File: config.mk
export PLATFORM = sky130hd
export DESIGN_NAME = idx_exec
export DESIGN_NICKNAME = d
export VERILOG_FILES = /design/src/idx_pkg.sv /design/src/idx_alu.sv /design/src/idx_exec.sv
export SDC_FILE = /design/constraint.sdc
export NUM_CORES = 1
export LEC_CHECK = 0
export ABC_AREA = 1
export BUFFER_PORTS_ARGS = -buffer_cell sky130_fd_sc_hd__buf_2
export CAP_MARGIN = 0
export CORE_MARGIN = 3
export CORE_UTILIZATION = 50
export CTS_BUF_LIST = sky130_fd_sc_hd__clkbuf_4 sky130_fd_sc_hd__clkbuf_8
export DETAILED_ROUTE_END_ITERATION = 7
export HOLD_SLACK_MARGIN = 0.15
export PLACE_DENSITY = 0.83
export SYNTH_ARGS = -nofsm -noshare
export SYNTH_HDL_FRONTEND = slang
export SYNTH_SLANG_ARGS = --single-unit
File: constraint.sdc
create_clock -name core_clk -period 4.45 [get_ports core_clk]
set_input_delay 0.2225 -clock core_clk [delete_from_list [all_inputs] [get_ports core_clk]]
set_output_delay 0.2225 -clock core_clk [all_outputs]
set_load 0.005 [all_outputs]
File: src/idx_pkg.sv
// shared constants and types for the instruction execution slice
package idx_pkg;
   localparam int PC_W = 13;
   localparam int JMP_W = 11;
   localparam int DATA_W = 8;
   localparam int FADDR_W = 7;
   localparam int OP_W = 14;
   localparam logic [DATA_W-1:0] ACC_RST = 8'h00;
   localparam logic [PC_W-1:0] PC_RST = 13'h0000;
   localparam logic [DATA_W-1:0] ONE = 8'h01;
   localparam int DEST_BIT = 7;
   localparam int LATCH_HI = 4;
   localparam int LATCH_LO = 3;
   localparam logic [5:0] OPC_DECSKIP = 6'h0b;
   localparam logic [5:0] OPC_INCSKIP = 6'h0f;
   localparam logic [5:0] OPC_INC = 6'h0a;
   localparam logic [2:0] OPC_JMP = 3'h5;
   localparam logic [5:0] OPC_ORLIT = 6'h38;
   localparam logic [OP_W-1:0] OPC_NOP = 14'h0000;

   typedef enum logic [4:0] {
      IDX_OP_NONE = 5'b00001,
      IDX_OP_DECSKIP = 5'b00010,
      IDX_OP_INCSKIP = 5'b00100,
      IDX_OP_INC = 5'b01000,
      IDX_OP_JUMP_OR = 5'b10000
   } idx_op_type;

   typedef struct packed {
      logic we;
      logic [FADDR_W-1:0] addr;
      logic [DATA_W-1:0] data;
   } idx_fwr_type;
endpackage

File: src/idx_alu.sv
// increment/decrement/or datapath with zero detect
`timescale 1ns/1ps
module idx_alu
   import idx_pkg::*;
(
   input wire logic [DATA_W-1:0] a,
   input wire logic [DATA_W-1:0] b,
   input wire logic [1:0] sel,
   output logic [DATA_W-1:0] res,
   output logic zero
);
   always_comb
   begin
      unique case (sel)
         2'h0: res = DATA_W'(a - ONE);
         2'h1: res = DATA_W'(a + ONE);
         default: res = a | b;
      endcase
      zero = (res == '0);
   end
endmodule

File: src/idx_exec.sv
// executes the skip, increment, or-literal and jump instructions
`timescale 1ns/1ps
module idx_exec
   import idx_pkg::*;
(
   input wire logic core_clk,
   input wire logic rst_n,
   input wire logic [OP_W-1:0] instr,
   input wire logic [DATA_W-1:0] file_rdata,
   input wire logic [DATA_W-1:0] program_counter_high_latch,
   output logic [FADDR_W-1:0] file_raddr,
   output idx_fwr_type file_wr,
   output logic [PC_W-1:0] pc,
   output logic [DATA_W-1:0] acc,
   output logic zero_flag,
   output logic squash
);
   logic [PC_W-1:0] pc_r;
   logic [PC_W-1:0] pc_nxt;
   logic [DATA_W-1:0] acc_r;
   logic [DATA_W-1:0] acc_nxt;
   logic zf_r;
   logic zf_nxt;
   logic squash_r;
   logic squash_nxt;
   idx_fwr_type fwr_r;
   idx_fwr_type fwr_nxt;
   idx_op_type op;
   logic [1:0] alu_sel;
   logic [DATA_W-1:0] alu_res;
   logic alu_zero;
   logic dest_file;
   logic is_jump;
   logic is_or;

   function automatic idx_op_type decode(input logic [OP_W-1:0] w);
      idx_op_type o;
      o = IDX_OP_NONE;
      if (w[OP_W-1:DATA_W] == OPC_DECSKIP)
         o = IDX_OP_DECSKIP;
      else if (w[OP_W-1:DATA_W] == OPC_INCSKIP)
         o = IDX_OP_INCSKIP;
      else if (w[OP_W-1:DATA_W] == OPC_INC)
         o = IDX_OP_INC;
      else if (w[OP_W-1:JMP_W] == OPC_JMP || w[OP_W-1:DATA_W] == OPC_ORLIT)
         o = IDX_OP_JUMP_OR;
      return o;
   endfunction

   assign op = decode(instr);
   assign is_jump = (op == IDX_OP_JUMP_OR) && (instr[OP_W-1:JMP_W] == OPC_JMP);
   assign is_or = (op == IDX_OP_JUMP_OR) && !is_jump;
   assign dest_file = instr[DEST_BIT];
   assign file_raddr = instr[FADDR_W-1:0];
   assign alu_sel = (op == IDX_OP_DECSKIP) ? 2'h0 : (is_or ? 2'h2 : 2'h1);

   idx_alu idx_alu_inst (
      .a(is_or ? acc_r : file_rdata),
      .b(instr[DATA_W-1:0]),
      .sel(alu_sel),
      .res(alu_res),
      .zero(alu_zero)
   );

   always_comb
   begin
      pc_nxt = PC_W'(pc_r + 1'b1);
      acc_nxt = acc_r;
      zf_nxt = zf_r;
      squash_nxt = 1'b0;
      fwr_nxt = '0;
      // a squashed slot only advances the program counter
      if (!squash_r)
      begin
         unique case (op)
            IDX_OP_DECSKIP, IDX_OP_INCSKIP, IDX_OP_INC:
            begin
               if (dest_file)
               begin
                  fwr_nxt.we = 1'b1;
                  fwr_nxt.addr = instr[FADDR_W-1:0];
                  fwr_nxt.data = alu_res;
               end
               else
                  acc_nxt = alu_res;
               // skip forms keep flags; only plain increment writes zero
               if (op == IDX_OP_INC)
                  zf_nxt = alu_zero;
               else
                  squash_nxt = alu_zero;
            end
            IDX_OP_JUMP_OR:
            begin
               if (is_jump)
               begin
                  pc_nxt = {program_counter_high_latch[LATCH_HI:LATCH_LO],
                            instr[JMP_W-1:0]};
                  // fetched word behind the jump is stale: second cycle
                  squash_nxt = 1'b1;
               end
               else
               begin
                  acc_nxt = alu_res;
                  zf_nxt = alu_zero;
               end
            end
            default:
            begin
               pc_nxt = PC_W'(pc_r + 1'b1);
            end
         endcase
      end
   end

   always_ff @(posedge core_clk)
   begin
      if (!rst_n)
      begin
         pc_r <= PC_RST;
         acc_r <= ACC_RST;
         zf_r <= 1'b0;
         squash_r <= 1'b0;
         fwr_r <= '0;
      end
      else
      begin
         pc_r <= pc_nxt;
         acc_r <= acc_nxt;
         zf_r <= zf_nxt;
         squash_r <= squash_nxt;
         fwr_r <= fwr_nxt;
      end
   end

   assign pc = pc_r;
   assign acc = acc_r;
   assign zero_flag = zf_r;
   assign squash = squash_r;
   assign file_wr = fwr_r;

   chk_skip_zero_squash: assert property (@(posedge core_clk) disable iff (!rst_n)
      (!squash_r && (op == IDX_OP_DECSKIP || op == IDX_OP_INCSKIP) && alu_zero)
      |=> squash_r)
      else $error("skip with zero result did not squash next slot");

   chk_skip_nonzero_run: assert property (@(posedge core_clk) disable iff (!rst_n)
      (!squash_r && (op == IDX_OP_DECSKIP || op == IDX_OP_INCSKIP) && !alu_zero)
      |=> !squash_r)
      else $error("nonzero skip result squashed next slot");

   chk_skip_flag_keep: assert property (@(posedge core_clk) disable iff (!rst_n)
      (!squash_r && (op == IDX_OP_DECSKIP || op == IDX_OP_INCSKIP))
      |=> $stable(zero_flag))
      else $error("skip instruction changed zero flag");

   chk_dest_acc: assert property (@(posedge core_clk) disable iff (!rst_n)
      (!squash_r && op == IDX_OP_INCSKIP && !dest_file)
      |=> (acc == $past(DATA_W'(file_rdata + ONE))) && !file_wr.we)
      else $error("increment-skip to accumulator wrong");

   chk_dest_file: assert property (@(posedge core_clk) disable iff (!rst_n)
      (!squash_r && op == IDX_OP_DECSKIP && dest_file)
      |=> file_wr.we && file_wr.data == $past(DATA_W'(file_rdata - ONE)) && $stable(acc))
      else $error("decrement-skip file write wrong");

   chk_jump_target: assert property (@(posedge core_clk) disable iff (!rst_n)
      (!squash_r && is_jump)
      |=> pc == {$past(program_counter_high_latch[LATCH_HI:LATCH_LO]),
                 $past(instr[JMP_W-1:0])} && squash_r
         ##1 !squash_r)
      else $error("jump target or second cycle wrong");

   chk_jump_flags: assert property (@(posedge core_clk) disable iff (!rst_n)
      (!squash_r && is_jump) |=> $stable(zero_flag) && $stable(acc))
      else $error("jump changed state");

   chk_or_literal: assert property (@(posedge core_clk) disable iff (!rst_n)
      (!squash_r && is_or)
      |=> acc == ($past(acc) | $past(instr[DATA_W-1:0])) && zero_flag == (acc == '0))
      else $error("or-literal result wrong");

   chk_inc_zero: assert property (@(posedge core_clk) disable iff (!rst_n)
      (!squash_r && op == IDX_OP_INC)
      |=> zero_flag == ($past(DATA_W'(file_rdata + ONE)) == '0))
      else $error("increment zero flag wrong");

   chk_squash_quiet: assert property (@(posedge core_clk) disable iff (!rst_n)
      squash_r |=> !file_wr.we && $stable(acc) && $stable(zero_flag)
         && pc == PC_W'($past(pc) + 1'b1))
      else $error("squashed slot had side effects");

   // skip decisions checked from the operand itself, not from the alu zero output
   chk_decskip_skip: assert property (@(posedge core_clk) disable iff (!rst_n)
      (!squash_r && op == IDX_OP_DECSKIP && file_rdata == ONE)
      |=> squash_r)
      else $error("decrement-skip reaching zero did not discard next slot");

   chk_incskip_skip: assert property (@(posedge core_clk) disable iff (!rst_n)
      (!squash_r && op == IDX_OP_INCSKIP && (&file_rdata))
      |=> squash_r)
      else $error("increment-skip wrapping to zero did not discard next slot");

   chk_skip_run_on: assert property (@(posedge core_clk) disable iff (!rst_n)
      (!squash_r && ((op == IDX_OP_DECSKIP && file_rdata != ONE)
         || (op == IDX_OP_INCSKIP && !(&file_rdata))))
      |=> !squash_r)
      else $error("nonzero skip result discarded next slot");

   chk_skip_pc_step: assert property (@(posedge core_clk) disable iff (!rst_n)
      (!squash_r && (op == IDX_OP_DECSKIP || op == IDX_OP_INCSKIP))
      |=> pc == PC_W'($past(pc) + 1'b1))
      else $error("skip instruction moved program counter wrongly");

   // destination routing for every read-modify-write form
   chk_decskip_acc: assert property (@(posedge core_clk) disable iff (!rst_n)
      (!squash_r && op == IDX_OP_DECSKIP && !dest_file)
      |=> acc == $past(DATA_W'(file_rdata - ONE)) && !file_wr.we)
      else $error("decrement-skip to accumulator wrong");

   chk_incskip_file: assert property (@(posedge core_clk) disable iff (!rst_n)
      (!squash_r && op == IDX_OP_INCSKIP && dest_file)
      |=> file_wr.we && file_wr.data == $past(DATA_W'(file_rdata + ONE))
         && $stable(acc))
      else $error("increment-skip file write wrong");

   chk_inc_file: assert property (@(posedge core_clk) disable iff (!rst_n)
      (!squash_r && op == IDX_OP_INC && dest_file)
      |=> file_wr.we && file_wr.data == $past(DATA_W'(file_rdata + ONE))
         && $stable(acc))
      else $error("increment file write wrong");

   chk_inc_acc: assert property (@(posedge core_clk) disable iff (!rst_n)
      (!squash_r && op == IDX_OP_INC && !dest_file)
      |=> acc == $past(DATA_W'(file_rdata + ONE)) && !file_wr.we)
      else $error("increment to accumulator wrong");

   chk_inc_no_skip: assert property (@(posedge core_clk) disable iff (!rst_n)
      (!squash_r && op == IDX_OP_INC)
      |=> !squash_r && pc == PC_W'($past(pc) + 1'b1))
      else $error("plain increment skipped or jumped");

   chk_write_addr: assert property (@(posedge core_clk) disable iff (!rst_n)
      (!squash_r && dest_file
         && (op == IDX_OP_DECSKIP || op == IDX_OP_INCSKIP || op == IDX_OP_INC))
      |=> file_wr.addr == $past(instr[FADDR_W-1:0]))
      else $error("file write went to wrong address");

   chk_write_acc_keep: assert property (@(posedge core_clk) disable iff (!rst_n)
      (!squash_r && dest_file
         && (op == IDX_OP_DECSKIP || op == IDX_OP_INCSKIP || op == IDX_OP_INC))
      |=> file_wr.we && $stable(acc))
      else $error("file destination disturbed accumulator");

   // jump target split into its two sources
   chk_jump_low: assert property (@(posedge core_clk) disable iff (!rst_n)
      (!squash_r && is_jump)
      |=> pc[JMP_W-1:0] == $past(instr[JMP_W-1:0]) && !file_wr.we)
      else $error("jump low target bits wrong");

   chk_jump_high: assert property (@(posedge core_clk) disable iff (!rst_n)
      (!squash_r && is_jump)
      |=> pc[PC_W-1:JMP_W] == $past(program_counter_high_latch[LATCH_HI:LATCH_LO]))
      else $error("jump high target bits wrong");

   chk_jump_resume: assert property (@(posedge core_clk) disable iff (!rst_n)
      (!squash_r && is_jump)
      |=> ##1 pc == PC_W'($past(pc) + 1'b1) && $stable(zero_flag))
      else $error("jump second cycle did not resume at target");

   chk_or_no_write: assert property (@(posedge core_clk) disable iff (!rst_n)
      (!squash_r && is_or)
      |=> !file_wr.we && !squash_r && pc == PC_W'($past(pc) + 1'b1))
      else $error("or-literal touched file or flow");

   chk_or_sets_bits: assert property (@(posedge core_clk) disable iff (!rst_n)
      (!squash_r && is_or)
      |=> (acc | $past(instr[DATA_W-1:0])) == acc)
      else $error("or-literal lost a literal bit");

   // undecoded words behave as a no-op
   chk_nop_quiet: assert property (@(posedge core_clk) disable iff (!rst_n)
      (!squash_r && (op == IDX_OP_NONE || instr == OPC_NOP))
      |=> !file_wr.we && !squash_r && $stable(acc) && $stable(zero_flag)
         && pc == PC_W'($past(pc) + 1'b1))
      else $error("no-op slot had side effects");

   chk_squash_single: assert property (@(posedge core_clk) disable iff (!rst_n)
      squash_r |=> !squash_r)
      else $error("discarded slot discarded the next one too");

   // a stale jump word in a discarded slot must not redirect the program counter
   chk_squashed_jump: assert property (@(posedge core_clk) disable iff (!rst_n)
      (squash_r && instr[OP_W-1:JMP_W] == OPC_JMP)
      |=> !squash_r && pc == PC_W'($past(pc) + 1'b1))
      else $error("discarded jump changed program flow");
endmodule

==> results.md <==
- Worst VDD drop: 0.152 mV
- Max Fclk: 379 MHz
- Critical Path Start: instr[8]
- Slack of the critical path: 1.81 ns
- CP Data Required Time: 4.68 ns
- Die Width: 72.6 um
- Setup Skew: 0.0108 ns
- Vias per cell: 5.23
- Hold Crit Class: in -> reg
- Fin crit share: 59.3%
- Root Driver: clkbuf_8
- GR Overflow Total: 0
- Element type at the critical path end: register
- Max_slew headroom: 66.9%
- Port bufs: 71
- Final core utilization: 63.9%
- Min-delay src: instr[4]
- Post-Synthesis Cells: 307
- Crit path kind: in -> reg
- Post-synth cell types: 34
- R2R depth: 15
- Final Hold Fails: 0
- Setup Buffers After CTS: 0
- Post-CTS sizing: 0
- # diodes: 0
- Avg WL per Cell: 13.1 um
- Dpl cell area: 2540 um^2
- Longest Clk Path Bufs: 2
- Total track usage: 21.9%
- RR Startpoint: acc[1]
- # IOs: 78
- CTS buffer count: 5
- Synthesized area per cell: 7.23 um^2
- Hold Crit Depth: 3
- WHS Endpoint: file_wr[12]
- RSZ-0062 raised after global routing: no
- Total Negative Setup Slacks: 0 ns
- Vias after detailed routing: 2207
- Syn. warnings: 0
- Row count: 23
- Largest net degree at the start of global routing: 28
- Die height: 72.6 um
- Pins over their slew limit: 0
- Max-cap viol count: 0
- Reg2reg end: squash
- Worst slew pin tran: 0.495 ns
- Antenna violations before repair: 0
- Pleak: 1.50 nW
- Hold buffer count at CTS: 0
- Design area: 2650 um^2
- Clock Pin Slew Worst Setup and Hold Paths: 0.08 ns
- Antenna Nets Post-Route: 0
- Post-Place Worst Slack: 1.52 ns
- Clock sink count: 39
- Mapped Area: 2220 um^2
- Post-DP HPWL: 4.32 mm
- Cell Pwr Density: 297 nW/um^2
- Syn Nets: 347
- Fraction of layout cells with a size suffix above 1: 29.0%
- Core Area: 4140 um^2
- H-tree depth: 2
- DR DRC count: 0
- Clk_lat worst skew: 0.30 ns
- Vias in the first global route: 2071
- CP startpoint kind: input port
- First-pass GRT wire length: 9.20 mm
- DRT Pass-1 Iters: 5
- CTS tree: done
- Setup-failing EPs final: 0
- Peak fanout along the critical path: 27
- Status: complete, no violations
- Post-synthesis sequential area ratio: 35.2%
- Post-Route WL: 5.54 mm
- Placer Congestion: 0.858
- Final net count: 411
- Initial drt markers: 143
- CP Data Arrival Time: 2.87 ns
- Area Growth Syn to Fin: 19.3%
- Synth Register Bits: 39
- Starting Density: 53.6%
- Final Critical Period: 2.64 ns
- Reg-to-reg slack, setup: 2.17 ns
- Die ar.: 5270 um^2
[metal layers]
layer  track usage (%)  vias up  part of all wire [%]
li1                  -     1103                     -
met1              27.9     1005                    41
met2              36.9       88                    49
met3              3.99       11                   7.9
met4              8.20        0                   1.7
met5                 0        -                     0
[cell usage in the layout, fill, tap and decap left out, types with 7 or more instances in the layout]
master	synthesis	final
dfxtp_1	39	39
nor2_1	26	26
nand2_1	46	46
ha_1	7	7
inv_1	48	48
a21oi_1	20	20
nand3_1	26	26
o21ai_0	20	20
buf_2	2	71
[critical path, stage by stage]
cell,delay [ns]
buf_2,0.14
nor2_2,0.16
nand3_4,0.32
o21ai_2,0.32
inv_1,0.12
fa_1,0.48
inv_1,0.09
nand3_1,0.09
nand3_1,0.10
nand3_1,0.09
nand2_2,0.12
nand3_2,0.08
nor2_1,0.10
nand3_1,0.11
nor2_2,0.11
nand3_1,0.09
a21oi_2,0.11
[cell type report]
class | count | area (um^2)
clock inverter | 3 | 43.8
clock buffer | 5 | 68.8
fill | 384 | 1500
timing repair buffer | 71 | 355
sequential | 39 | 781
tap | 50 | 62.6
multi-input combinational | 200 | 1130
inverter | 54 | 203
[sequential cells by signal, summed over array words and instances, names as in the netlist]
name	cells
squash	1
pc	13
zero_flag	1
acc	8
file_wr	16
[synthesized netlist by cell type (all sizes together)]
| master | number | area, um^2 |
|---|---|---|
| o21ai | 25 | 136 |
| o21bai | 2 | 15.0 |
| clkbuf | 3 | 11.3 |
| nand3 | 29 | 168 |
| nor3 | 1 | 5.00 |
| xor2 | 5 | 43.8 |
| fa | 1 | 20.0 |
| nand4 | 6 | 37.5 |
| dfxtp | 39 | 781 |
| buf | 11 | 90.1 |
| a21oi | 22 | 118 |
| nor2 | 32 | 145 |
| o221ai | 1 | 8.76 |
| a21o | 1 | 7.51 |
| o211ai | 4 | 30.0 |
| xnor2 | 6 | 52.6 |
| a211oi | 2 | 15.0 |
| a311oi | 1 | 15.0 |
| inv | 54 | 203 |
| a21boi | 1 | 7.51 |
| ha | 7 | 87.6 |
| or2 | 2 | 12.5 |
| nand2 | 52 | 210 |
[power breakdown]
| group | internal (mW) | switching (mW) |
|---|---|---|
| Sequential | 0.361 | 0.0104 |
| Combinational | 0.0484 | 0.0715 |
| Clock | 0.167 | 0.130 |
[metrics by stage]
step	hold slack [ns]	cells	total power [mW]
after global routing	0.184	422	0.826
after floorplan	0.335	307	0.456
after CTS	0.178	422	0.791
final	0.178	422	0.788
after global placement	0.489	414	0.494
after detailed placement	0.487	414	0.498
[how the worst max path moves through the flow]
stage / end / slack (ns) / cells past startpoint
after floorplan: squash / 2.06 / 16
after global placement: squash / 1.57 / 17
after detailed placement: squash / 1.52 / 17
after CTS: squash / 1.83 / 17
after global routing: squash / 1.58 / 17
final: squash / 1.81 / 17
[kinds of logic after synthesis]
family | after synthesis | synth area share (%)
fa+ha+maj | 8 | 4.85
compound gates | 59 | 15.9
flops | 39 | 35.2
xor+xnor | 11 | 4.34
buf+inv | 68 | 13.7
simple gates | 122 | 26.0
Note: power is estimated with default switching activity, not from simulation.
